===== src/strap_cfg_regs.vh =====
`ifndef STRAP_CFG_REGS_VH
`define STRAP_CFG_REGS_VH

// I/O port pair: index port and data port
`define IO_INDEX_PORT 16'h0022
`define IO_DATA_PORT 16'h0023

// Register indexes
`define IDX_STRAP_CAPTURE_ONE 8'h4B
`define IDX_STRAP_CAPTURE_TWO 8'h4C
`define IDX_HOST_CLOCK_STRAP 8'h4D

// Field positions
`define SC1_SPARE_LSB 2
`define SC2_CORE_MULT_BIT 7
`define SC2_DOT_SRC_BIT 4
`define HCS_CODE_LSB 3

// Reset values before capture and for unmapped indexes
`define STRAP_RESET_VAL 8'h00
`define IDX_RESET_VAL 8'h00
`define UNMAPPED_RD_VAL 8'h00

// Cycles after reset release before the straps are latched
`define STRAP_SETTLE_CYCLES 4'h4

// Host clock rates in MHz
`define HCLK_MHZ_0 7'h19
`define HCLK_MHZ_1 7'h32
`define HCLK_MHZ_2 7'h3C
`define HCLK_MHZ_3 7'h42
`define HCLK_MHZ_4 7'h4B
`define HCLK_MHZ_5 7'h5A
`define HCLK_MHZ_6 7'h64

`endif


===== src/strap_sync.v =====
module strap_sync #(
   parameter WIDTH = 11
) (
   input wire core_clk_i,
   input wire rst_i,
   input wire [WIDTH-1:0] pins_i,
   output wire [WIDTH-1:0] stage2_o,
   output wire [WIDTH-1:0] stage3_o
);

   reg [WIDTH-1:0] s1_r;
   reg [WIDTH-1:0] s2_r;
   reg [WIDTH-1:0] s3_r;

   // First stage feeds only the second
   always @(posedge core_clk_i or posedge rst_i) begin
      if (rst_i) begin
         s1_r <= {WIDTH{1'b0}};
         s2_r <= {WIDTH{1'b0}};
         s3_r <= {WIDTH{1'b0}};
      end else begin
         s1_r <= pins_i;
         s2_r <= s1_r;
         s3_r <= s2_r;
      end
   end

   assign stage2_o = s2_r;
   assign stage3_o = s3_r;

endmodule


===== src/strap_config_registers.v =====
`include "strap_cfg_regs.vh"

// Operation
// - Index port 0022h, data port 0023h; index 04Bh is reg 1, 04Ch reg 2.
// - Register 1 bits 5 to 2 hold the spare strap levels; no function.
// - Register 2 and host clock register load the straps caught at reset.
// - Register 2 bit 7 shows the multiplier strap: 0 is 1x, 1 is 2x.
// - Register 2 bit 4 picks the dot clock: 0 pin is input, 1 pin drives.
// - Software may read the dot clock source bit at any time, and write it once the straps are caught.
// - Host clock register bits 7 to 3 hold pins 3, 2, 26, 25, 24 in order.
// - The low 3 bits of the host clock code pick 25, 50, 60, 66, 75, 90 or 100 MHz.
// - Register 2 bits 6-5, 3, 2, 1 and 0 are reserved and unconnected.
module strap_config_registers (
   input wire core_clk_i,
   input wire rst_i,
   input wire [3:0] spare_strap_pins_i,
   input wire core_multiplier_strap_i,
   input wire dot_clock_source_strap_i,
   input wire [1:0] host_speed_strap_high_i,
   input wire [2:0] host_speed_strap_low_i,
   input wire [15:0] io_addr_i,
   input wire io_wr_i,
   input wire io_rd_i,
   input wire [7:0] io_wdata_i,
   output reg [7:0] io_rdata_o,
   output reg strap_ready_o,
   output reg core_mult_2x_o,
   output reg pixel_dot_clock_oe_o,
   output reg [4:0] host_clock_code_o,
   output reg [6:0] host_clock_mhz_o
);

   localparam NPINS = 11;
   localparam ST_SETTLE = 2'b01;
   localparam ST_HELD = 2'b10;
   // Slots of the straps in the synchronised vector
   localparam PIN_SPARE_LSB = 7;
   localparam PIN_CORE_MULT = 6;
   localparam PIN_DOT_SRC = 5;
   localparam PIN_HCLK_LSB = 0;
   localparam SPARE_W = 4;
   localparam HCLK_W = 5;

   ////////////////////////////////////////////////////////////////////////

   wire [NPINS-1:0] pins;
   wire [NPINS-1:0] sync2;
   wire [NPINS-1:0] sync3;
   wire [NPINS-1:0] agree;
   wire all_agree;
   reg [1:0] state_r;
   reg [1:0] state_nxt;
   reg [3:0] settle_r;
   reg [3:0] settle_nxt;
   reg [7:0] index_r;
   reg [3:0] spare_r;
   reg [3:0] spare_nxt;
   reg core_mult_r;
   reg core_mult_nxt;
   reg dot_src_r;
   reg dot_src_nxt;
   reg [4:0] hclk_code_r;
   reg [4:0] hclk_code_nxt;
   reg ready_nxt;
   reg [7:0] rd_mux;
   wire index_wr;
   wire index_rd;
   wire data_wr;
   wire data_rd;

   // One decoder for both ports
   function port_hit;
      input [15:0] addr;
      input [15:0] port;
      begin
         port_hit = (addr == port);
      end
   endfunction

   assign pins = {spare_strap_pins_i, core_multiplier_strap_i,
                  dot_clock_source_strap_i, host_speed_strap_high_i,
                  host_speed_strap_low_i};
   assign index_wr = io_wr_i && port_hit(io_addr_i, `IO_INDEX_PORT);
   assign index_rd = io_rd_i && port_hit(io_addr_i, `IO_INDEX_PORT);
   assign data_wr = io_wr_i && port_hit(io_addr_i, `IO_DATA_PORT);
   assign data_rd = io_rd_i && port_hit(io_addr_i, `IO_DATA_PORT);

   strap_sync #(
      .WIDTH(NPINS)
   ) u_sync (
      .core_clk_i(core_clk_i),
      .rst_i(rst_i),
      .pins_i(pins),
      .stage2_o(sync2),
      .stage3_o(sync3)
   );

   // Per-pin agreement of the last two stages; a pin still moving blocks
   // the latch, so a level that changed in the last cycle is not caught
   genvar g;
   generate
      for (g = 0; g < NPINS; g = g + 1) begin : g_agree
         assign agree[g] = ~(sync2[g] ^ sync3[g]);
      end
   endgenerate
   assign all_agree = &agree;

   // Mapping of host clock code to MHz from its low 3 bits; low value 7 falls to 66
   function [6:0] hclk_mhz;
      input [4:0] code;
      begin
         case (code[2:0])
            3'h0: hclk_mhz = `HCLK_MHZ_0;
            3'h1: hclk_mhz = `HCLK_MHZ_1;
            3'h2: hclk_mhz = `HCLK_MHZ_2;
            3'h3: hclk_mhz = `HCLK_MHZ_3;
            3'h4: hclk_mhz = `HCLK_MHZ_4;
            3'h5: hclk_mhz = `HCLK_MHZ_5;
            3'h6: hclk_mhz = `HCLK_MHZ_6;
            default: hclk_mhz = `HCLK_MHZ_3;
         endcase
      end
   endfunction

   ////////////////////////////////////////////////////////////////////////
   // Strap capture: waits out the synchroniser, then latches once

   always @* begin
      state_nxt = state_r;
      settle_nxt = settle_r;
      spare_nxt = spare_r;
      core_mult_nxt = core_mult_r;
      dot_src_nxt = dot_src_r;
      hclk_code_nxt = hclk_code_r;
      ready_nxt = strap_ready_o;
      case (state_r)
         ST_SETTLE: begin
            if (settle_r != `STRAP_SETTLE_CYCLES) begin
               settle_nxt = settle_r + 4'h1;
            end else if (all_agree) begin
               spare_nxt = sync3[PIN_SPARE_LSB +: SPARE_W];
               core_mult_nxt = sync3[PIN_CORE_MULT];
               dot_src_nxt = sync3[PIN_DOT_SRC];
               hclk_code_nxt = sync3[PIN_HCLK_LSB +: HCLK_W];
               ready_nxt = 1'b1;
               state_nxt = ST_HELD;
            end
         end
         ST_HELD: begin
            // Only bit 4 of register 2 takes a write; the rest is dropped
            if (data_wr && index_r == `IDX_STRAP_CAPTURE_TWO) begin
               dot_src_nxt = io_wdata_i[`SC2_DOT_SRC_BIT];
            end
         end
         default: state_nxt = ST_SETTLE;
      endcase
   end

   always @(posedge core_clk_i or posedge rst_i) begin
      if (rst_i) begin
         state_r <= ST_SETTLE;
         settle_r <= 4'h0;
         spare_r <= 4'h0;
         core_mult_r <= 1'b0;
         dot_src_r <= 1'b0;
         hclk_code_r <= 5'h00;
         strap_ready_o <= 1'b0;
      end else begin
         state_r <= state_nxt;
         settle_r <= settle_nxt;
         spare_r <= spare_nxt;
         core_mult_r <= core_mult_nxt;
         dot_src_r <= dot_src_nxt;
         hclk_code_r <= hclk_code_nxt;
         strap_ready_o <= ready_nxt;
      end
   end

   ////////////////////////////////////////////////////////////////////////
   // Index port and read path

   always @* begin
      rd_mux = `UNMAPPED_RD_VAL;
      case (index_r)
         `IDX_STRAP_CAPTURE_ONE: begin
            rd_mux[`SC1_SPARE_LSB +: SPARE_W] = spare_r;
         end
         `IDX_STRAP_CAPTURE_TWO: begin
            rd_mux[`SC2_CORE_MULT_BIT] = core_mult_r;
            rd_mux[`SC2_DOT_SRC_BIT] = dot_src_r;
         end
         `IDX_HOST_CLOCK_STRAP: begin
            rd_mux[`HCS_CODE_LSB +: HCLK_W] = hclk_code_r;
         end
         default: rd_mux = `UNMAPPED_RD_VAL;
      endcase
   end

   always @(posedge core_clk_i or posedge rst_i) begin
      if (rst_i) begin
         index_r <= `IDX_RESET_VAL;
         io_rdata_o <= `STRAP_RESET_VAL;
         core_mult_2x_o <= 1'b0;
         pixel_dot_clock_oe_o <= 1'b0;
         host_clock_code_o <= 5'h00;
         host_clock_mhz_o <= 7'h00;
      end else begin
         if (index_wr) begin
            index_r <= io_wdata_i;
         end
         // Read data holds until the next port read
         if (data_rd) begin
            io_rdata_o <= rd_mux;
         end else if (index_rd) begin
            io_rdata_o <= index_r;
         end
         // Outputs held low until straps are caught, so no false drive
         core_mult_2x_o <= core_mult_r;
         pixel_dot_clock_oe_o <= dot_src_r & strap_ready_o;
         host_clock_code_o <= hclk_code_r;
         host_clock_mhz_o <= strap_ready_o ? hclk_mhz(hclk_code_r)
                                           : 7'h00;
      end
   end

endmodule


===== config.mk =====
export PLATFORM = sky130hd
export DESIGN_NAME = strap_config_registers
export DESIGN_NICKNAME = d
export VERILOG_FILES = /design/src/strap_sync.v /design/src/strap_config_registers.v
export VERILOG_INCLUDE_DIRS = /design/src
export SDC_FILE = /design/constraint.sdc
export NUM_CORES = 1
export LEC_CHECK = 0
export BUFFER_PORTS_ARGS = -buffer_cell sky130_fd_sc_hd__buf_2
export CORE_ASPECT_RATIO = 1.2
export CORE_MARGIN = 4
export CORE_UTILIZATION = 30
export CTS_CLUSTER_SIZE = 14
export DETAILED_ROUTE_END_ITERATION = 8
export PLACE_DENSITY = 0.54
export RECOVER_POWER = 100
export SKIP_LAST_GASP = 1
export SYNTH_ARGS = -nofsm -noshare
export SYNTH_HDL_FRONTEND = slang
export SYNTH_SLANG_ARGS = --single-unit

===== constraint.sdc =====
create_clock -name core_clk_i -period 4.2 [get_ports core_clk_i]
set_input_delay 0.63 -clock core_clk_i [delete_from_list [all_inputs] [get_ports core_clk_i]]
set_output_delay 0.63 -clock core_clk_i [all_outputs]
set_load 0.005 [all_outputs]

=== Word-level counts from Yosys, hierarchy flattened ===
Index checks and enable logic that the tools add are counted.
W data, S select, Z words.

* Bits in registers: 81
* Logic and storage cells: 88
* Input bits: 39
* Output and inout port bits: 23

* Bitwise gates (word level): 25
* Multiplexer cells: 17
* Reductions and logical operators: 13
* Equality and inequality tests: 16
* Add/subtract/negate cells: 1

{| class="wikitable"
|+ Operators by type and width
! operator !! count
|-
| $pmux W7 S6 || 1
|-
| $eq A16 B6 Y1 const B || 2
|-
| $eq A8 B7 Y1 const B || 3
|-
| $mux W8 || 2
|-
| $not A1 Y1 || 13
|-
| $reduce_and A13 Y1 || 1
|-
| $reduce_and A11 Y1 || 1
|-
| $xor A1 B1 Y1 || 11
|-
| $eq A3 B3 Y1 const B || 3
|-
| $pmux W1 S2 || 4
|-
| $mux W7 || 1
|-
| $ne A2 B2 Y1 const B || 3
|-
| $logic_and A1 B1 Y1 || 5
|-
| $mux W1 || 5
|-
| $add A4 B1 Y4 const B || 1
|-
| $mux W2 || 2
|-
| $ne A4 B3 Y1 const B || 1
|-
| $pmux W2 S2 || 1
|-
| $reduce_and A4 Y1 || 1
|-
| $reduce_bool A2 Y1 || 2
|-
| $eq A3 B1 Y1 const B || 1
|-
| $eq A3 B2 Y1 const B || 1
|-
| $logic_not A3 Y1 || 1
|-
| $pmux W1 S3 || 1
|-
| other kinds (5) || 5
|}

=== Depth between registers and ports, before layout ===
Gate-level depths: netlist (run 1).

* Depth after elaboration: 6
* Depth in mapped cells: 8
* Mapped depth without buffers: 7

=== By module ===
Synthesis (run 1) repeated with hierarchy kept, for this count alone.

* Cell total of the unflattened synthesis: 240
* Area total of the unflattened synthesis: 3,031.7 sq um

{| class="wikitable"
|+ By module, submodules not included
! module !! seq. area each (sq um) !! times used !! cells each !! area an instance (sq um)
|-
| strap_config_registers || 1,202.4 || 1 || 206 || 2,202.1
|-
| strap_sync || 825.8 || 1 || 34 || 829.5
|}

=== Worst setup path after synthesis (run 1) ===
No wires, ideal clock.

* Kind: input -> register
* Start: in io_addr_i[3]
* End: reg index_r[0]
* Buffers on the path: 0
* Stages on the path: 5
* Path slack: 2.169 ns
* Data arrival time: 1.906 ns
* Library setup time: 0.125 ns
* Data required time: 4.075 ns
* Cell sequence: or4_4 -> nor2_4 -> nand3_4 -> nor2_8 -> mux2_4

* Cells in the longest elaborated chain, start to end: 2

{| class="wikitable"
|+ Ends and longest elaborated chain
! element !! line !! text
|-
| start: declaration || strap_config_registers.v:21 || <nowiki>input wire [15:0] io_addr_i,</nowiki>
|-
| $eq A16 B6 Y1 || strap_config_registers.v:76 || <nowiki>port_hit = (addr == port);</nowiki>
|-
| $logic_and A1 B1 Y1 || strap_config_registers.v:83 || <nowiki>assign index_wr = io_wr_i && port_hit(io_addr_i, `IO_INDEX_PORT);</nowiki>
|-
| end signal: assignment || strap_config_registers.v:201 || <nowiki>index_r <= `IDX_RESET_VAL;</nowiki>
|-
| end signal: assignment || strap_config_registers.v:209 || <nowiki>index_r <= io_wdata_i;</nowiki>
|-
| end: declaration || strap_config_registers.v:55 || <nowiki>reg [7:0] index_r;</nowiki>
|}

Every way passes these cells.
A chain may end at the register's enable or synchronous reset.

=== Worst setup path in the final report (run 1) ===
* Start: in io_addr_i[3]
* End: reg index_r[1]

The elaborated chain is that of the path after synthesis.

==> results of run 1 <==
[logic make-up (layout without fill, tap and decap cells)]
group                      Yosys count  in the layout  synth area share
muxes                               15             15            0.0639
adders and majority gates            2              2           0.00809
and+or+nand+nor                     90             90             0.171
xor gates and xnor gates            14             14            0.0396
DFF                                 81             81             0.656
AOI/OAI and AO/OA                   21             21            0.0461
buffers and inverters               12             85            0.0154
[per-layer routing]
metal | GRT usage | up-vias | wire length, um
met4 | 0.0581 | 0 | 148
met3 | 0.0246 | 12 | 264
met1 | 0.131 | 905 | 2540
met5 | 0 | - | 0
met2 | 0.164 | 40 | 2830
li1 | - | 947 | -
[cell usage in the layout (no fill, tap or decap), drive strengths merged]
master     n
and3       2
or4        2
dfstp      1
nor4b      4
clkinv     5
nor4       4
buf       55
nor3       1
nand4      5
ha         2
and4b      1
and2       1
nor3b      1
inv        6
o2bb2ai    3
mux2i      1
and4       1
nor2       5
nand3      6
a22oi      2
a32o       1
mux2      14
nand2     45
clkinvlp   1
and3b      2
xnor2     14
nand2b     2
a32oi      2
nor2b      7
or4bb      1
clkbuf    18
o21a       2
dfrtp     80
o21ai      6
a41oi      1
a21oi      4
[registers in the layout, summed over array words and instances (netlist names), 2 cells and up]
signal             cells
u_sync.s1_r           11
host_clock_mhz_o       7
state_r                2
u_sync.stage3_o       11
settle_r               4
index_r                8
hclk_code_r            5
u_sync.stage2_o       11
spare_r                4
io_rdata_o             8
host_clock_code_o      5
[worst max-delay path, cell delays in order]
cell and delay (ns):
buf_2 0.10, or4_2 0.65, nor2_1 0.24, nand3_4 0.08, nor2_1 0.55, mux2_2 0.41
[where the power goes]
group / leakage, nW / total (mW) / switching, mW / internal, mW
clock network: 0.137 / 0.699 / 0.298 / 0.402
logic: 0.616 / 0.0670 / 0.0374 / 0.0296
registers: 1.05 / 0.817 / 0.0137 / 0.803
total: 1.80 / 1.58 / 0.349 / 1.23
[worst max path at each step]
stage	start	end
2_1_floorplan	rst_i	core_mult_2x_o$_DFF_PP0_
3_3_place_gp	io_addr_i[3]	index_r[2]$_DFFE_PP0P_
3_5_place_dp	io_addr_i[3]	io_rdata_o[3]$_DFFE_PP0P_
4_1_cts	settle_r[0]$_DFFE_PP0P_	spare_r[1]$_DFFE_PP0P_
5_1_grt	io_addr_i[3]	index_r[4]$_DFFE_PP0P_
6_report	io_addr_i[3]	index_r[1]$_DFFE_PP0P_
[layout make-up]
type	instances	area, um2
Fill cell	992	6310
Sequential cell	81	2030
Multi-Input combinational cell	142	960
Timing Repair Buffer	63	308
Clock buffer	10	229
Tap cell	126	158
Clock inverter	6	41.3
Inverter	6	23.8
[metrics by stage]
step | utilization | instances | hold slack (ns) | cell area, um2
6_report | 0.373 | 434 | 0.346 | 3750
3_3_place_gp | 0.353 | 418 | 0.336 | 3550
2_1_floorplan | - | 235 | 0.331 | 3090
3_5_place_dp | 0.353 | 418 | 0.335 | 3550
5_1_grt | 0.373 | 434 | 0.359 | 3750
4_1_cts | 0.379 | 434 | 0.348 | 3820
==> results.py, run 1 <==
metrics = {
    "worst_hold_path": {
        "hold_path.class": "reg2reg",
        "holdPathEnd": "u_sync.stage2_o[4]$_DFF_PP0_",
        "min_path_cells": 0,
        "min-delay-start": "u_sync.s1_r[4]$_DFF_PP0_",
    },
    "critical_path": {
        "cp_data_arrival_time_ns": 2.67,
        "rr_startpoint": "settle_r[0]$_DFFE_PP0P_",
        "cp_max_fo": 8,
        "path_class": "in2reg",
        "worstReg2RegEnd": "dot_src_r$_DFFE_PP0P_",
        "required_ns": 4.41,
        "regToRegSetupSlack_ns": 2.12,
        "reg2reg_depth": 8,
        "end_kind": "flip-flop",
        "cp-start-kind": "primary input",
    },
    "place": {
        "io_buffers": 61,
        "hpwl_mm": 4.33,
        "place_ws_ns": 1.98,
        "routabilityCongestion": 0.779,
    },
    "finish": {
        "drive_above_1_share": 0.266,
        "area_growth_pct": 21.2,
        "antenna_cells": 0,
        "final_nets": 344,
    },
    "sta": {
        "rsz0062_at_grt": "false",
        "relSlewSlack": -0.337,
        "tns_ns": 0,
        "finalSetupViolCount": 0,
        "finalClockSkew_ns": 0.0103,
        "finalWorstSetupSlack_ns": 1.74,
        "slew_viol_final": 50,
        "min_period_over_period": 0.585,
        "tightest_slew_ns": 1.99,
        "hold_viol": 0,
        "max_freq_ghz": 0.407,
        "period_needed_ns": 2.46,
    },
    "drt": {
        "routed_wl_mm": 5.78,
        "antenna_left": 0,
        "via_count": 1904,
        "drc": 0,
        "wl_per_cell_um": 13.3,
        "first_iter_violations": 67,
        "first_pass_iters": 4,
        "via_per_inst": 4.39,
    },
    "clocking": {
        "clock-root-buffer": "clkbuf_16",
        "ctsLongestPathBuffers": 2,
        "cts_tree": "done",
        "cts.repair.resized": 0,
        "postCtsSetupRepairBufs": 0,
        "postCtsHoldBufs": 0,
        "clk-insertion-delay-late_ns": 0.33,
        "clkSinkCount": 81,
        "clk_pin_slew_ns": 0.06,
        "htree_levels": 3,
        "cts_made_buffers": 9,
    },
    "flow_run": {
        "drv_cap": 1,
    },
    "floorplan": {
        "floorplan.rows": 40,
        "die_w_um": 101,
        "die_area_mm2": 0.0120,
        "start_util": 0.307,
        "ioPinCount": 62,
        "coreArea_mm2": 0.0101,
        "fp.dieH_um": 119,
    },
    "logic_synthesis": {
        "ys_seq_area_frac": 0.656,
        "synth_top_cell_by_area": "dfrtp_1",
        "syn_area_per_cell_um2": 13.2,
        "synth_cells": 235,
        "ys_seq_elements": 81,
        "netlist_area_mm2": 0.00309,
        "synth_warnings": 0,
        "synth_area_leaders": "dfrtp_1 (65%), nand2_1 (5.5%), xnor2_1 (4.0%)",
        "synth_fp_nets": 276,
        "yosys.cell_count.top_type": "dfrtp_1",
        "yosysTopAreaCellShare": 0.647,
        "synth_edf_count": 0,
        "synth.distinct_cells": 45,
        "async_flop_share": 1.00,
        "synth_ff_type": "dfrtp_1",
        "synth_commonest_cells": "dfrtp_1 (80), nand2_1 (45), xnor2_1 (14), mux2_4 (8), nor2b_1 (7)",
    },
    "global_route": {
        "grt_pass1_vias": 2048,
        "track_usage": 0.104,
        "antenna_found_initial": 0,
        "grt_max_degree": 50,
        "grt_overflow": 0,
        "grt_pass1_wl_mm": 9.79,
    },
    "power_and_ir_drop": {
        "power_mw": 1.58,
        "vdd_drop_max_mv": 0.193,
        "p_leak_nw": 1.80,
        "power_density_mw_per_mm2": 422,
    },
    "status": {
        "status": "complete, but fails checks",
        "violations": "capacitance limit, slew limit",
    },
}
Note: power is estimated with default switching activity, not from simulation.
==> run 2, diff against run 1 <==
Settings changed: ABC_AREA from default to 1, PLACE_DENSITY 0.54 to 0.53.
Clock period 4.2 ns to 2.3 ns, I/O delays scaled along.
==> run 2 against run 1 <==
Against the previous run: the run now ends clean; largest cell class unchanged; via count rose by 26%; critical path type is now reg2reg; clock skew fell by 0.0012 ns; power increased by 98%.
==> results.py, run 2 <==
metrics = {
    "status": {
        "status": "finished, final reports clean",
    },
    "logic_synthesis": {
        "async_flop_share": 1.00,
        "yosysTopAreaCellShare": 0.612,
        "yosys.cell_count.top_type": "nand2_1",
        "synth_area_leaders": "dfrtp_1 (61%), nand2_1 (13%), nand3_1 (5.7%)",
        "synth_edf_count": 0,
        "netlist_area_mm2": 0.00327,
        "ys_seq_area_frac": 0.620,
        "ys_seq_elements": 81,
        "synth_warnings": 0,
        "synth_top_cell_by_area": "dfrtp_1",
        "synth_cells": 355,
        "syn_area_per_cell_um2": 9.22,
        "synth_ff_type": "dfrtp_1",
        "synth.distinct_cells": 31,
        "synth_commonest_cells": "nand2_1 (111), dfrtp_1 (80), inv_1 (49), nand3_1 (37), nor2_1 (24)",
        "synth_fp_nets": 396,
    },
    "drt": {
        "antenna_left": 0,
        "routed_wl_mm": 6.17,
        "first_iter_violations": 106,
        "wl_per_cell_um": 11.0,
        "via_count": 2392,
        "via_per_inst": 4.27,
        "first_pass_iters": 4,
        "drc": 0,
    },
    "flow_run": {
        "drv_cap": 0,
    },
    "clocking": {
        "clk_pin_slew_ns": 0.06,
        "clock-root-buffer": "clkbuf_16",
        "clkSinkCount": 81,
        "ctsLongestPathBuffers": 2,
        "postCtsSetupRepairBufs": 0,
        "postCtsHoldBufs": 0,
        "clk-insertion-delay-late_ns": 0.33,
        "cts_tree": "done",
        "htree_levels": 3,
        "cts_made_buffers": 9,
        "cts.repair.resized": 0,
    },
    "critical_path": {
        "cp_data_arrival_time_ns": 1.97,
        "reg2reg_depth": 12,
        "cp-start-kind": "flip-flop",
        "critPathTopFamily": "simple AND/OR/NAND/NOR gates",
        "required_ns": 2.52,
        "cp_common_cell": "nand2_1",
        "crit_path_top_delay_cell": "dfrtp_1",
        "worstReg2RegEnd": "dot_src_r$_DFFE_PP0P_",
        "end_kind": "flip-flop",
        "cp_max_fo": 23,
        "rr_startpoint": "settle_r[0]$_DFFE_PP0P_",
        "crit_chain": "inv_1 > ha_1 > nand3_1 > nor2_1 > nand2_1 > nor2_1 > nand2_1 > clkbuf_2 > nand2_1 > nand2_1 > nand2_1 > inv_1",
        "path_class": "reg2reg",
        "critPathBufInv": 3,
        "regToRegSetupSlack_ns": 0.55,
        "max_stage_delay_ns": 0.37,
        "crit_start": "settle_r[0]$_DFFE_PP0P_",
    },
    "place": {
        "dp_cells": 544,
        "hpwl_mm": 4.63,
        "routabilityCongestion": 0.791,
        "io_buffers": 61,
    },
    "floorplan": {
        "fp.dieH_um": 122,
        "floorplan.rows": 41,
        "die_area_mm2": 0.0127,
        "die_w_um": 103,
        "start_util": 0.310,
        "ioPinCount": 62,
        "coreArea_mm2": 0.0106,
    },
    "power_and_ir_drop": {
        "power_density_mw_per_mm2": 781,
        "vdd_drop_max_mv": 0.363,
        "power_frac_seq": 0.478,
        "p_leak_nw": 2.11,
        "p_sw_mw": 0.655,
        "p_comb_frac": 0.043,
        "swShare": 0.209,
        "p_int_mw": 2.48,
        "p_clk_frac": 0.480,
    },
    "sta": {
        "rsz0062_at_grt": "false",
        "period_needed_ns": 1.75,
        "tns_ns": 0,
        "max_freq_ghz": 0.573,
        "tightest_slew_ns": 1.45,
        "min_period_over_period": 0.759,
        "hold_viol": 0,
        "slew_viol_final": 0,
        "finalClockSkew_ns": 0.00914,
        "finalSetupViolCount": 0,
        "relSlewSlack": 0.0301,
    },
    "global_route": {
        "grt_use_met2": 0.185,
        "grt.busiest_layer": "met2",
        "met1_usage": 0.124,
        "grt.met3_usage": 0.0284,
        "track_usage": 0.108,
        "grt_pass1_wl_mm": 10.7,
        "antenna_found_initial": 0,
        "grt_overflow": 0,
        "grt_pass1_vias": 2488,
        "grt_max_degree": 53,
    },
    "finish": {
        "mostFrequentLayoutCell": "nand2_1",
        "final_nets": 467,
        "final_cell_mix": "nand2_1 (114), dfrtp_1 (80), buf_2 (49)",
        "fin_cells": 560,
        "drive_above_1_share": 0.190,
        "antenna_cells": 0,
        "area_growth_pct": 22.6,
        "fill_cells": 1087,
    },
    "worst_hold_path": {
        "min-delay-start": "dot_clock_source_strap_i",
        "min_path_cells": 1,
        "hold_path.class": "in2reg",
        "holdPathEnd": "u_sync.s1_r[5]$_DFF_PP0_",
    },
}
run 2: cell count changes after synthesis, moves of 8 or more:
cell | previous run | this run
inv_1 | 4 | 49
mux2_4 | 8 | 0
nand2_1 | 45 | 111
nand3_1 | 4 | 37
nor2_1 | 3 | 24
xnor2_1 | 14 | 1
run 2: per-stage QoR:
stage	instance area [um2]	power, mW	worst slack [ns]	util	hold slack (ns)
floorplan	3280	1.59	0.835	-	0.331
global placement	3740	1.66	0.739	0.354	0.332
detailed placement	3740	1.67	0.691	0.354	0.335
CTS	4060	3.19	0.657	0.384	0.107
global route	4010	3.27	0.284	0.380	0.103
finish	4010	3.13	0.554	0.380	0.120
run 2: worst max path at each step:
stage | endpoint | slack, ns | cells past startpoint
final | dot_src_r$_DFFE_PP0P_ | 0.55 | 12
after global routing | spare_r[2]$_DFFE_PP0P_ | 0.28 | 10
after CTS | dot_src_r$_DFFE_PP0P_ | 0.66 | 12
after detailed placement | dot_src_r$_DFFE_PP0P_ | 0.69 | 12
after global placement | dot_src_r$_DFFE_PP0P_ | 0.74 | 12
after floorplan | hclk_code_r[1]$_DFFE_PP0P_ | 0.84 | 10
run 2: per-layer routing:
metal,up-vias,share of wire
met3,10,0.049
met5,-,0
met2,39,0.50
met1,1097,0.43
li1,1246,-
met4,0,0.018
run 2: power groups by stage:
stage	logic (mW)	registers, mW	clock network [mW]
after floorplan	0.0761	1.52	0
after global placement	0.143	1.52	0
after detailed placement	0.145	1.52	0
after CTS	0.145	1.50	1.54
after global routing	0.161	1.50	1.60
final	0.134	1.50	1.50
run 2: final cells by class:
| class | count | area [um2] | area share |
|---|---|---|---|
| Sequential cell | 81 | 2030 | 0.505 |
| Multi-Input combinational cell | 219 | 1000 | 0.249 |
| Timing Repair Buffer | 65 | 312 | 0.0776 |
| Clock buffer | 10 | 229 | 0.0571 |
| Inverter | 50 | 189 | 0.0471 |
| Tap cell | 129 | 161 | 0.0402 |
| Clock inverter | 6 | 92.6 | 0.0231 |
run 2: logic make-up (layout without fill, tap and decap cells):
| group | count (synthesis) | in the layout | share of synthesized area |
|---|---|---|---|
| DFF | 81 | 81 | 0.620 |
| adders and majority gates | 2 | 2 | 0.00764 |
| xor gates and xnor gates | 4 | 4 | 0.0107 |
| and+or+nand+nor | 192 | 192 | 0.260 |
| AOI/OAI and AO/OA | 21 | 21 | 0.0344 |
| buffers and inverters | 55 | 131 | 0.0673 |
